$ cat config.mk
export PLATFORM = sky130hd
export DESIGN_NAME = ipcw_top
export DESIGN_NICKNAME = d
export VERILOG_FILES = /design/src/inc/ipcw_pkg.sv /design/src/rtl/ipcw_top.sv
export SDC_FILE = /design/constraint.sdc
export NUM_CORES = 1
export LEC_CHECK = 0
export BUFFER_PORTS_ARGS = -buffer_cell sky130_fd_sc_hd__buf_2
export CAP_MARGIN = 0
export CORE_UTILIZATION = 60
export CTS_BUF_LIST = sky130_fd_sc_hd__clkbuf_16
export CTS_CLUSTER_DIAMETER = 50
export DETAILED_ROUTE_END_ITERATION = 10
export PLACE_DENSITY = 0.78
export SYNTH_ARGS = -nofsm -noshare
export SYNTH_HDL_FRONTEND = slang
export SYNTH_SLANG_ARGS = --single-unit
$ cat constraint.sdc
create_clock -name clk_in -period 16.3 [get_ports clk_in]
set_clock_uncertainty 0.1 [all_clocks]
set_input_delay 2.445 -clock clk_in [delete_from_list [all_inputs] [get_ports clk_in]]
set_output_delay 2.445 -clock clk_in [all_outputs]
set_load 0.01 [all_outputs]
$ cat src/inc/ipcw_pkg.sv
// constants and state types for the interrupt priority, configuration and wake block
package ipcw_pkg;

  // ****************************************
  // bus geometry
  // ****************************************
  localparam int ADDR_W = 5;
  localparam int DATA_W = 16;
  localparam int FIELD_W = 2;
  localparam int NUM_SRC = 11;
  localparam int SRC_W = 4;
  localparam int NUM_PLAIN = 12;

  // ****************************************
  // register word offsets
  // ****************************************
  localparam logic [ADDR_W-1:0] OFS_PRIO_0 = 5'h00;
  localparam logic [ADDR_W-1:0] OFS_PRIO_1 = 5'h01;
  localparam logic [ADDR_W-1:0] OFS_PLAIN_FIRST = 5'h02;
  localparam logic [ADDR_W-1:0] OFS_PLAIN_LAST = 5'h0d;
  localparam logic [ADDR_W-1:0] OFS_VECTOR_BASE = 5'h07;
  localparam logic [ADDR_W-1:0] OFS_PENDING_0 = 5'h0e;
  localparam logic [ADDR_W-1:0] OFS_PENDING_3 = 5'h11;
  localparam logic [ADDR_W-1:0] OFS_CONTROL = 5'h16;

  // ****************************************
  // reset values and writable masks
  // ****************************************
  localparam logic [DATA_W-1:0] PRIO_RESET = 16'h0000;
  localparam logic [DATA_W-1:0] PLAIN_RESET = 16'h0000;
  localparam logic [DATA_W-1:0] PRIO_0_MASK = 16'hf3ff;
  localparam logic [DATA_W-1:0] PRIO_1_MASK = 16'hc03f;
  localparam logic [DATA_W-1:0] READ_ZERO = 16'h0000;

  // ****************************************
  // field positions (lsb of each two-bit field)
  // ****************************************
  localparam int LSB_CLK_SYNTH = 14;
  localparam int LSB_LOW_VOLT = 12;
  localparam int LSB_DBG_RX = 8;
  localparam int LSB_DBG_TX = 6;
  localparam int LSB_DBG_TRACE = 4;
  localparam int LSB_DBG_BKPT = 2;
  localparam int LSB_DBG_STEP = 0;
  localparam int LSB_PORT_D = 14;
  localparam int LSB_FLASH_EMPTY = 4;
  localparam int LSB_FLASH_DONE = 2;
  localparam int LSB_FLASH_FAULT = 0;

  // ****************************************
  // source numbers, lower number more urgent within one level
  // ****************************************
  localparam logic [SRC_W-1:0] SRC_CLK_SYNTH = 4'h0;
  localparam logic [SRC_W-1:0] SRC_LOW_VOLT = 4'h1;
  localparam logic [SRC_W-1:0] SRC_DBG_RX = 4'h2;
  localparam logic [SRC_W-1:0] SRC_DBG_TX = 4'h3;
  localparam logic [SRC_W-1:0] SRC_DBG_TRACE = 4'h4;
  localparam logic [SRC_W-1:0] SRC_DBG_BKPT = 4'h5;
  localparam logic [SRC_W-1:0] SRC_DBG_STEP = 4'h6;
  localparam logic [SRC_W-1:0] SRC_PORT_D = 4'h7;
  localparam logic [SRC_W-1:0] SRC_FLASH_EMPTY = 4'h8;
  localparam logic [SRC_W-1:0] SRC_FLASH_DONE = 4'h9;
  localparam logic [SRC_W-1:0] SRC_FLASH_FAULT = 4'ha;
  // sources at or above this number use the levels zero to two encoding
  localparam logic [SRC_W-1:0] SRC_FIRST_LOW = 4'h7;

  // ****************************************
  // field and presented level encodings
  // ****************************************
  localparam logic [FIELD_W-1:0] FIELD_OFF = 2'h0;
  localparam logic [FIELD_W-1:0] LEVEL_ONE = 2'h1;
  localparam logic [FIELD_W-1:0] LEVEL_TWO = 2'h2;
  localparam logic [FIELD_W-1:0] PRES_NONE = 2'h0;
  localparam logic [FIELD_W-1:0] PRES_L0 = 2'h1;
  localparam logic [FIELD_W-1:0] PRES_L1 = 2'h2;
  localparam logic [FIELD_W-1:0] PRES_L23 = 2'h3;

  typedef struct packed {
    logic [DATA_W-1:0] prio0;
    logic [DATA_W-1:0] prio1;
    logic [NUM_PLAIN-1:0][DATA_W-1:0] plain;
    logic [DATA_W-1:0] rdata;
    logic irq;
    logic [FIELD_W-1:0] level;
    logic [FIELD_W-1:0] pres;
    logic [SRC_W-1:0] src;
    logic [NUM_SRC-1:0] wake_en;
  } ipcw_state_t;

endpackage : ipcw_pkg

$ cat src/rtl/ipcw_top.sv
// priority configuration, arbitration and wake request logic of the interrupt controller
`timescale 1ns/1ps
//
// Summary of operation
// - Functional mode is the default after reset; nothing to configure.
// - In wait or stop, any pending request from a source enabled on entry raises the wake output.
// - Only sources enabled before entering wait or stop may wake the core.
// - Registers decode at word offsets: priorities 0-1, vector base 7, control 0x16.
// - Every two-bit priority field resets to zero, meaning request disabled.
// - Levels one-to-three sources: 01 level 1, 10 level 2, 11 level 3.
// - Levels zero-to-two sources: 01 level 0, 10 level 1, 11 level 2.
// - Priority 0 bits 15-14: clock synthesizer loss or lock change level.
// - Priority 0 bits 13-12: low voltage detector level.
// - Priority 0 bits 9-8: debug receive register full level.
// - Priority 0 bits 7-6: debug transmit register empty level.
// - Priority 0 bits 5-4: debug trace buffer level.
// - Priority 0 bits 3-2: debug breakpoint unit level.
// - Priority 0 bits 1-0: debug step counter level.
// - Priority 1 bits 15-14: port D pin level.
// - Priority 1 bits 5-4: flash buffers empty level.
// - Priority 1 bits 3-2: flash command complete level.
// - Priority 1 bits 1-0: flash error level.
// - Within one level, the lowest source number wins.

module ipcw_top
  import ipcw_pkg::*;
(
  // clock and reset
  input wire logic clk_in,
  input wire logic resetn_in,
  // register port
  input wire logic [ADDR_W-1:0] reg_addr_in,
  input wire logic [DATA_W-1:0] reg_wdata_in,
  input wire logic reg_wr_in,
  input wire logic reg_rd_in,
  output logic [DATA_W-1:0] reg_rdata_out,
  // request sources, indexed by source number
  input wire logic [NUM_SRC-1:0] src_req_in,
  // power state from the system integration unit
  input wire logic low_power_in,
  // core side
  output logic irq_out,
  output logic [FIELD_W-1:0] irq_level_out,
  output logic [FIELD_W-1:0] irq_presented_out,
  output logic [SRC_W-1:0] irq_source_out,
  // wake request to the system integration unit
  output logic wake_out
);

  // ****************************************
  // decoding helpers
  // ****************************************
  function automatic logic [FIELD_W-1:0] field_of(input logic [DATA_W-1:0] p0,
                                                  input logic [DATA_W-1:0] p1,
                                                  input logic [SRC_W-1:0] s);
    logic [FIELD_W-1:0] f;
    f = FIELD_OFF;
    case (s)
      SRC_CLK_SYNTH: f = p0[LSB_CLK_SYNTH +: FIELD_W];
      SRC_LOW_VOLT: f = p0[LSB_LOW_VOLT +: FIELD_W];
      SRC_DBG_RX: f = p0[LSB_DBG_RX +: FIELD_W];
      SRC_DBG_TX: f = p0[LSB_DBG_TX +: FIELD_W];
      SRC_DBG_TRACE: f = p0[LSB_DBG_TRACE +: FIELD_W];
      SRC_DBG_BKPT: f = p0[LSB_DBG_BKPT +: FIELD_W];
      SRC_DBG_STEP: f = p0[LSB_DBG_STEP +: FIELD_W];
      SRC_PORT_D: f = p1[LSB_PORT_D +: FIELD_W];
      SRC_FLASH_EMPTY: f = p1[LSB_FLASH_EMPTY +: FIELD_W];
      SRC_FLASH_DONE: f = p1[LSB_FLASH_DONE +: FIELD_W];
      SRC_FLASH_FAULT: f = p1[LSB_FLASH_FAULT +: FIELD_W];
      default: f = FIELD_OFF;
    endcase
    return f;
  endfunction : field_of

  // field to absolute level; only meaningful when the field is not off
  function automatic logic [FIELD_W-1:0] level_of(input logic [FIELD_W-1:0] f,
                                                  input logic [SRC_W-1:0] s);
    logic [FIELD_W-1:0] l;
    l = f;
    if (s >= SRC_FIRST_LOW) begin
      l = FIELD_W'(f - LEVEL_ONE);
    end
    return l;
  endfunction : level_of

  // level to the code the core compares against its mask
  function automatic logic [FIELD_W-1:0] present_of(input logic any,
                                                    input logic [FIELD_W-1:0] l);
    logic [FIELD_W-1:0] p;
    p = PRES_NONE;
    if (any) begin
      case (l)
        FIELD_OFF: p = PRES_L0;
        LEVEL_ONE: p = PRES_L1;
        default: p = PRES_L23;
      endcase
    end
    return p;
  endfunction : present_of

  // ****************************************
  // state
  // ****************************************
  ipcw_state_t state;
  ipcw_state_t next_state;

  logic [NUM_SRC-1:0] src_enabled;
  logic [FIELD_W-1:0] src_field [NUM_SRC];
  logic [FIELD_W-1:0] src_level [NUM_SRC];

  genvar g;
  generate
    for (g = 0; g < NUM_SRC; g++) begin : g_src
      assign src_field[g] = field_of(state.prio0, state.prio1, SRC_W'(g));
      assign src_level[g] = level_of(src_field[g], SRC_W'(g));
      assign src_enabled[g] = (src_field[g] != FIELD_OFF);
    end
  endgenerate

  // ****************************************
  // next state
  // ****************************************
  always_comb begin
    logic found;
    logic [FIELD_W-1:0] best_lvl;
    logic [SRC_W-1:0] best_src;
    logic [ADDR_W-1:0] plain_idx;
    logic [DATA_W-1:0] rd;
    found = 1'b0;
    best_lvl = FIELD_OFF;
    best_src = SRC_CLK_SYNTH;
    plain_idx = ADDR_W'(reg_addr_in - OFS_PLAIN_FIRST);
    rd = READ_ZERO;
    next_state = state;

    // register writes; reserved bits are masked off
    if (reg_wr_in) begin
      if (reg_addr_in == OFS_PRIO_0) begin
        next_state.prio0 = reg_wdata_in & PRIO_0_MASK;
      end else if (reg_addr_in == OFS_PRIO_1) begin
        next_state.prio1 = reg_wdata_in & PRIO_1_MASK;
      end else if (reg_addr_in >= OFS_PLAIN_FIRST && reg_addr_in <= OFS_PLAIN_LAST) begin
        next_state.plain[plain_idx] = reg_wdata_in;
      end
    end

    // register reads, registered one cycle after the strobe
    if (reg_addr_in == OFS_PRIO_0) begin
      rd = state.prio0 & PRIO_0_MASK;
    end else if (reg_addr_in == OFS_PRIO_1) begin
      rd = state.prio1 & PRIO_1_MASK;
    end else if (reg_addr_in >= OFS_PLAIN_FIRST && reg_addr_in <= OFS_PLAIN_LAST) begin
      rd = state.plain[plain_idx];
    end else if (reg_addr_in == OFS_PENDING_0) begin
      rd = DATA_W'(src_req_in & src_enabled);
    end else if (reg_addr_in == OFS_CONTROL) begin
      rd = DATA_W'(state.pres);
    end
    if (reg_rd_in) begin
      next_state.rdata = rd;
    end

    // highest level wins; strict compare keeps the lowest number on a tie
    for (int i = 0; i < NUM_SRC; i++) begin
      if (src_req_in[i] && src_enabled[i]) begin
        if (!found || src_level[i] > best_lvl) begin
          found = 1'b1;
          best_lvl = src_level[i];
          best_src = SRC_W'(i);
        end
      end
    end
    next_state.irq = found;
    next_state.level = best_lvl;
    next_state.src = best_src;
    next_state.pres = present_of(found, best_lvl);

    // enables frozen on entry; clocks stop once low power is reached
    if (!low_power_in) begin
      next_state.wake_en = src_enabled;
    end
  end

  // ****************************************
  // registers
  // ****************************************
  always_ff @(posedge clk_in or negedge resetn_in) begin
    if (!resetn_in) begin
      state.prio0 <= PRIO_RESET;
      state.prio1 <= PRIO_RESET;
      state.plain <= {NUM_PLAIN{PLAIN_RESET}};
      state.rdata <= READ_ZERO;
      state.irq <= 1'b0;
      state.level <= FIELD_OFF;
      state.pres <= PRES_NONE;
      state.src <= SRC_CLK_SYNTH;
      state.wake_en <= '0;
    end else begin
      state <= next_state;
    end
  end

  // ****************************************
  // outputs
  // ****************************************
  assign reg_rdata_out = state.rdata;
  assign irq_out = state.irq;
  assign irq_level_out = state.level;
  assign irq_presented_out = state.pres;
  assign irq_source_out = state.src;
  // combinational on purpose: no clock runs to register it in wait or stop
  assign wake_out = low_power_in && |(src_req_in & state.wake_en);

endmodule : ipcw_top

* Word-level counts from Yosys, hierarchy flattened *
Index checks and enable logic that the tools add are counted.

storage, ports and cells
  bits in registers = 250
  input port bits = 37
  output and inout port bits = 26
  word-level logic and storage cells = 172

operators by class
  add/sub/neg operators = 5
  $lt $le $gt $ge = 14
  equality and inequality tests = 4
  mux-type cells = 74
  bitwise logic cells = 4
  reduce and logical (&&, ||, !) cells = 51

operators with widths
  cell                                                             count
  bitwise mux 192 bit                                              1
  2-to-1 mux 16 bit                                                5
  2-to-1 mux 4 bit                                                 18
  binary-select mux 16 bit (select 4 bit)                          1
  demux 16 bit (select 4 bit)                                      1
  2-to-1 mux 2 bit                                                 23
  2-to-1 mux 1 bit                                                 23
  bitwise AND 11 bit                                               2
  nonzero test 2 bit                                               11
  greater-than comparator 2 bit                                    10
  logical AND 1 bit                                                14
  2-to-1 mux 11 bit                                                1
  OR reduction 11 bit                                              1
  zero test 1 bit                                                  10
  logical OR 1 bit                                                 10
  subtractor 2 x 1 -> 2 bit (second input constant)                4
  equality test 5 x 1 -> 1 bit (second input constant)             1
  equality test 5 x 4 -> 1 bit (second input constant)             1
  equality test 5 bit (second input constant)                      1
  >= comparator 5 x 1 -> 1 bit (second input constant)             1
  >= comparator 5 x 2 -> 1 bit (second input constant)             1
  less-or-equal comparator 5 x 4 -> 1 bit (second input constant)  1
  zero test 5 bit                                                  1
  less-than comparator 5 bit (second input constant)               1
  other kinds (8)                                                  9

* Longest topological paths before layout *
  depth after elaboration = 46
  mapped depth = 67
  mapped depth without buffers = 67

* Worst setup path after synthesis *
Ideal clock, no wire load.

  path type = input to register
  from = input src_req_in[0]
  to = register state (netlist bit irq_presented_out[1])
  arrival = 13.777 ns
  data required time = 16.079 ns
  setup slack = 2.302 ns
  stages on the path = 64
  buffers on the path = 0
  path through = and2_1 -> inv_1 -> ha_1 -> nor2b_1 -> o21a_1 -> o311ai_1 -> ha_1 -> nor2b_1 -> o21ai_0 -> a21oi_1 -> o22a_1 -> ha_1 -> nor2b_1 -> o21ai_0 -> a21o_2 -> mux2i_1 -> inv_1 -> ha_1 -> [28 not listed] -> o21ai_0 -> o21ai_0 -> a31o_2 -> nand2_1 -> a21oi_1 -> ha_1 -> nor2b_1 -> o21ai_0 -> a21oi_1 -> o31ai_1 -> ha_1 -> nor2b_1 -> o21ai_0 -> a21o_1 -> nand3_1 -> o31ai_1 -> a211oi_2 -> nand2b_1

RTL lines
  element                 line             RTL
  start: declaration      ipcw_top.sv:38   input wire logic [NUM_SRC-1:0] src_req_in,
  end signal: assignment  ipcw_top.sv:199  state <= next_state;
  end: declaration        ipcw_top.sv:104  ipcw_state_t state;

==> metrics.csv <==
metric,value,unit
reg2reg path depth,64,
"wirelength, routed",29400,µm
synthesized area per cell,12.5,µm²
Starting Density,0.621,
GRT Util Overall,0.282,
flip-flop and latch area,6260,µm²
Leak Pwr,0.00648,µW
Hold WS,0.387,ns
Comb pwr share,0.279,
Final setup viols,0,
area grow syn2layout,9.58,%
number of global-route vias before repair,8563,
fin nets,1103,
Worst Path Arrival,15.70,ns
Core ar.,20600,µm²
die width,148,µm
final count of pins violating max slew,0,
area of the multi-input gates,5950,µm²
GPL Wtd Cong,0.953,
top post-synthesis cells by count,"dfrtp_1, mux2_2, nand2_1",
P_sw,610,µW
HP Start,state[9]$_DFFE_PN0N_,
Top delay family on crit path,compound AO/OA/AOI/OAI gates,
"Distinct cells, synth",66,
Synth Area in XOR/XNOR,0.00137,
R2R Path End,irq_presented_out[1]$_DFF_PN0_,
main combinational cell family by area after synthesis,multiplexers,
initial antenna violation count,0,
Post-Syn Area,12800,µm²
Syn Nets,1081,
Synth Area in Simple Gates,0.0718,
"count leader, synth",dfrtp_1,
Syn. warnings,0,
worst skew pair latency,0.55,ns
worst path bufs/invs,4,
wire length per cell,22.1,µm
Flop pwr share,0.427,
Gate Count Post-Synth,1018,
Iter 0 DRT Violations,452,
PortBufs,62,
fraction of the mapped netlist area in adder cells,0.0255,
Clk network pwr share,0.294,
Die Height,148,µm
pre-CTS setup slack,0.451,ns
Worst Hold Path Cells,2,
Worst setup EP type,flip-flop,
internal power,1360,µW
CTS Buffer Depth,3,
clock period minus worst slack,15.36,ns
CTS tree,yes,
Synth async-reset ratio,1.00,
setup ws final,0.936,ns
Reg2Reg Setup Slack,2.47,ns
CTS sink cnt,250,
Yosys top cell by area,dfrtp_1,
root buffer cell,clkbuf_16,
# DRC,0,
CP peak stage delay,0.43,ns
ranking of synthesized cells by area,"dfrtp_1, mux2_2, mux4_2",
sequential area share after synthesis,0.490,
status,completed,
Post-synth EDFFs,0,
min-delay worst type,reg2reg,
critical path required time,16.64,ns
Worst-Margin Slew,1.19,ns
drt first pass iters,5,
Worst Path Max Fanout,7,
Antenna Violating Nets Remaining,0,
Rows,52,
CP Class,in2reg,
Switching Fraction,0.309,
Hold Path Sink,state[9]$_DFFE_PN0N_,
ys flop type,dfrtp_1,
number of I/O pins,63,
"Design Area, Final",14000,µm²
ant diodes,0,
Final Hold Viols,0,
Setup Buffers After CTS,0,
R2R Path Start,src_field[21]$_DFFE_PN0P_,
mux contribution to synthesized area,0.280,
Max-cap violations,0,
Final period util,0.943,
Cell Pwr Density,141,nW/µm²
H-tree level count,1,
Hold Buf Count CTS,0,
FMAX,0.0651,GHz
grt ovf,0,
post-synth top area share,0.490,
first-pass GRT wire length,47300,µm
placed inst area,13100,µm²
#FFs+latches synth,250,
Slew HR,0.203,
largest net degree at the start of global routing,160,
Peak VDD IR,95.1,µV
compound-gate portion of the synthesized area,0.0857,
TritonCTS Buffers,28,
Post-DP HPWL,19500,µm
Fill cells,1532,
Die ar.,21900,µm²
final setup TNS,0,ns
clock slew at reported path FFs,0.06,ns
Crit-path slowest cell,a311o_2,
startpoint types,primary input,
via density per instance,6.21,
share of post-route cells with drive strength above 1,0.386,
Vias,8261,
[kinds of logic after synthesis]
family / after synthesis
multiplexers: 270
AO/OA/AOI/OAI: 152
flip-flops: 250
adder cells (fa/ha/maj): 26
buffers and inverters: 123
AND/OR/NAND/NOR: 195
XOR/XNOR: 2
[cell usage in the layout, fill, tap and decap left out, types with 3 or more instances in the layout]
master	instances
clkinv_1	6
a21o_1	3
a211oi_1	9
nand3_1	11
clkinv_2	5
inv_6	3
o221ai_1	3
nor2_1	43
o21ai_4	4
o21ai_0	23
a221oi_1	5
dfrtp_1	250
a31oi_1	6
ha_1	26
nand2b_1	8
nor2b_1	11
inv_1	41
nor3_1	18
and2_1	3
a22oi_1	7
clkbuf_16	28
a22o_1	13
nand2_1	82
o21a_1	7
nand4_1	3
buf_2	60
a21oi_1	42
mux2i_1	5
buf_4	17
mux4_2	48
mux2_2	216
o22ai_1	4
[stage by stage]
step	std cells	utilization	power (µW)
global placement	1280	0.638	1370
floorplan	1018	-	1250
finish	1330	0.680	1970
CTS	1330	0.680	1980
global route	1330	0.680	2080
detailed placement	1280	0.638	1390
[layout make-up]
cell class                 count  area share
clock inverter                22      0.0105
timing repair buffer          79      0.0331
tap                          270      0.0242
inverter                      36     0.00966
multi-input combinational    645       0.425
clock buffer                  28      0.0501
sequential                   250       0.447
[state kept, by name, summed over array words and instances (netlist names)]
name and count:
irq_out 1, irq_source_out 4, state 203, reg_rdata_out 16
irq_level_out 2, irq_presented_out 2, src_field 22
[worst reg2reg max path: cells and delay by family (launching register included)]
kind	cells	cell delay, ns
compound gates	31	7.09
mux	2	0.67
flops	1	0.47
fa+ha+maj	10	2.78
simple gates	18	2.36
buf+inv	3	0.23
[metal layers]
layer,share of wire,GRT usage,wire (µm),up-vias
li1,-,-,-,3734
met1,0.43,0.381,12700,4229
met2,0.48,0.459,14200,222
met3,0.045,0.0414,1320,76
met4,0.041,0.124,1210,0
met5,0,0,0,-
[how the worst max path moves through the flow]
stage                             start                             end  cells past startpoint
after floorplan           src_req_in[0]  irq_presented_out[1]$_DFF_PN0_                     64
after global placement    src_req_in[0]  irq_presented_out[1]$_DFF_PN0_                     65
after detailed placement  src_req_in[0]  irq_presented_out[1]$_DFF_PN0_                     65
after CTS                 src_req_in[0]  irq_presented_out[1]$_DFF_PN0_                     65
after global routing      src_req_in[0]  irq_presented_out[1]$_DFF_PN0_                     65
final                     src_req_in[0]  irq_presented_out[1]$_DFF_PN0_                     65
[power by group through the flow]
stage          combinational (µW)  sequential (µW)  clock [µW]
6_report                      551              842         581
5_1_grt                       608              859         616
4_1_cts                       548              841         589
3_5_place_dp                  544              850           0
3_3_place_gp                  529              843           0
2_1_floorplan                 434              820           0
[timing repair]
action | in CTS | in global routing
endpoints found under the hold margin | 0 | 0
endpoints found under the setup margin | 0 | 2
gates resized for setup | 0 | 3
(Power assumes the default switching activity.)
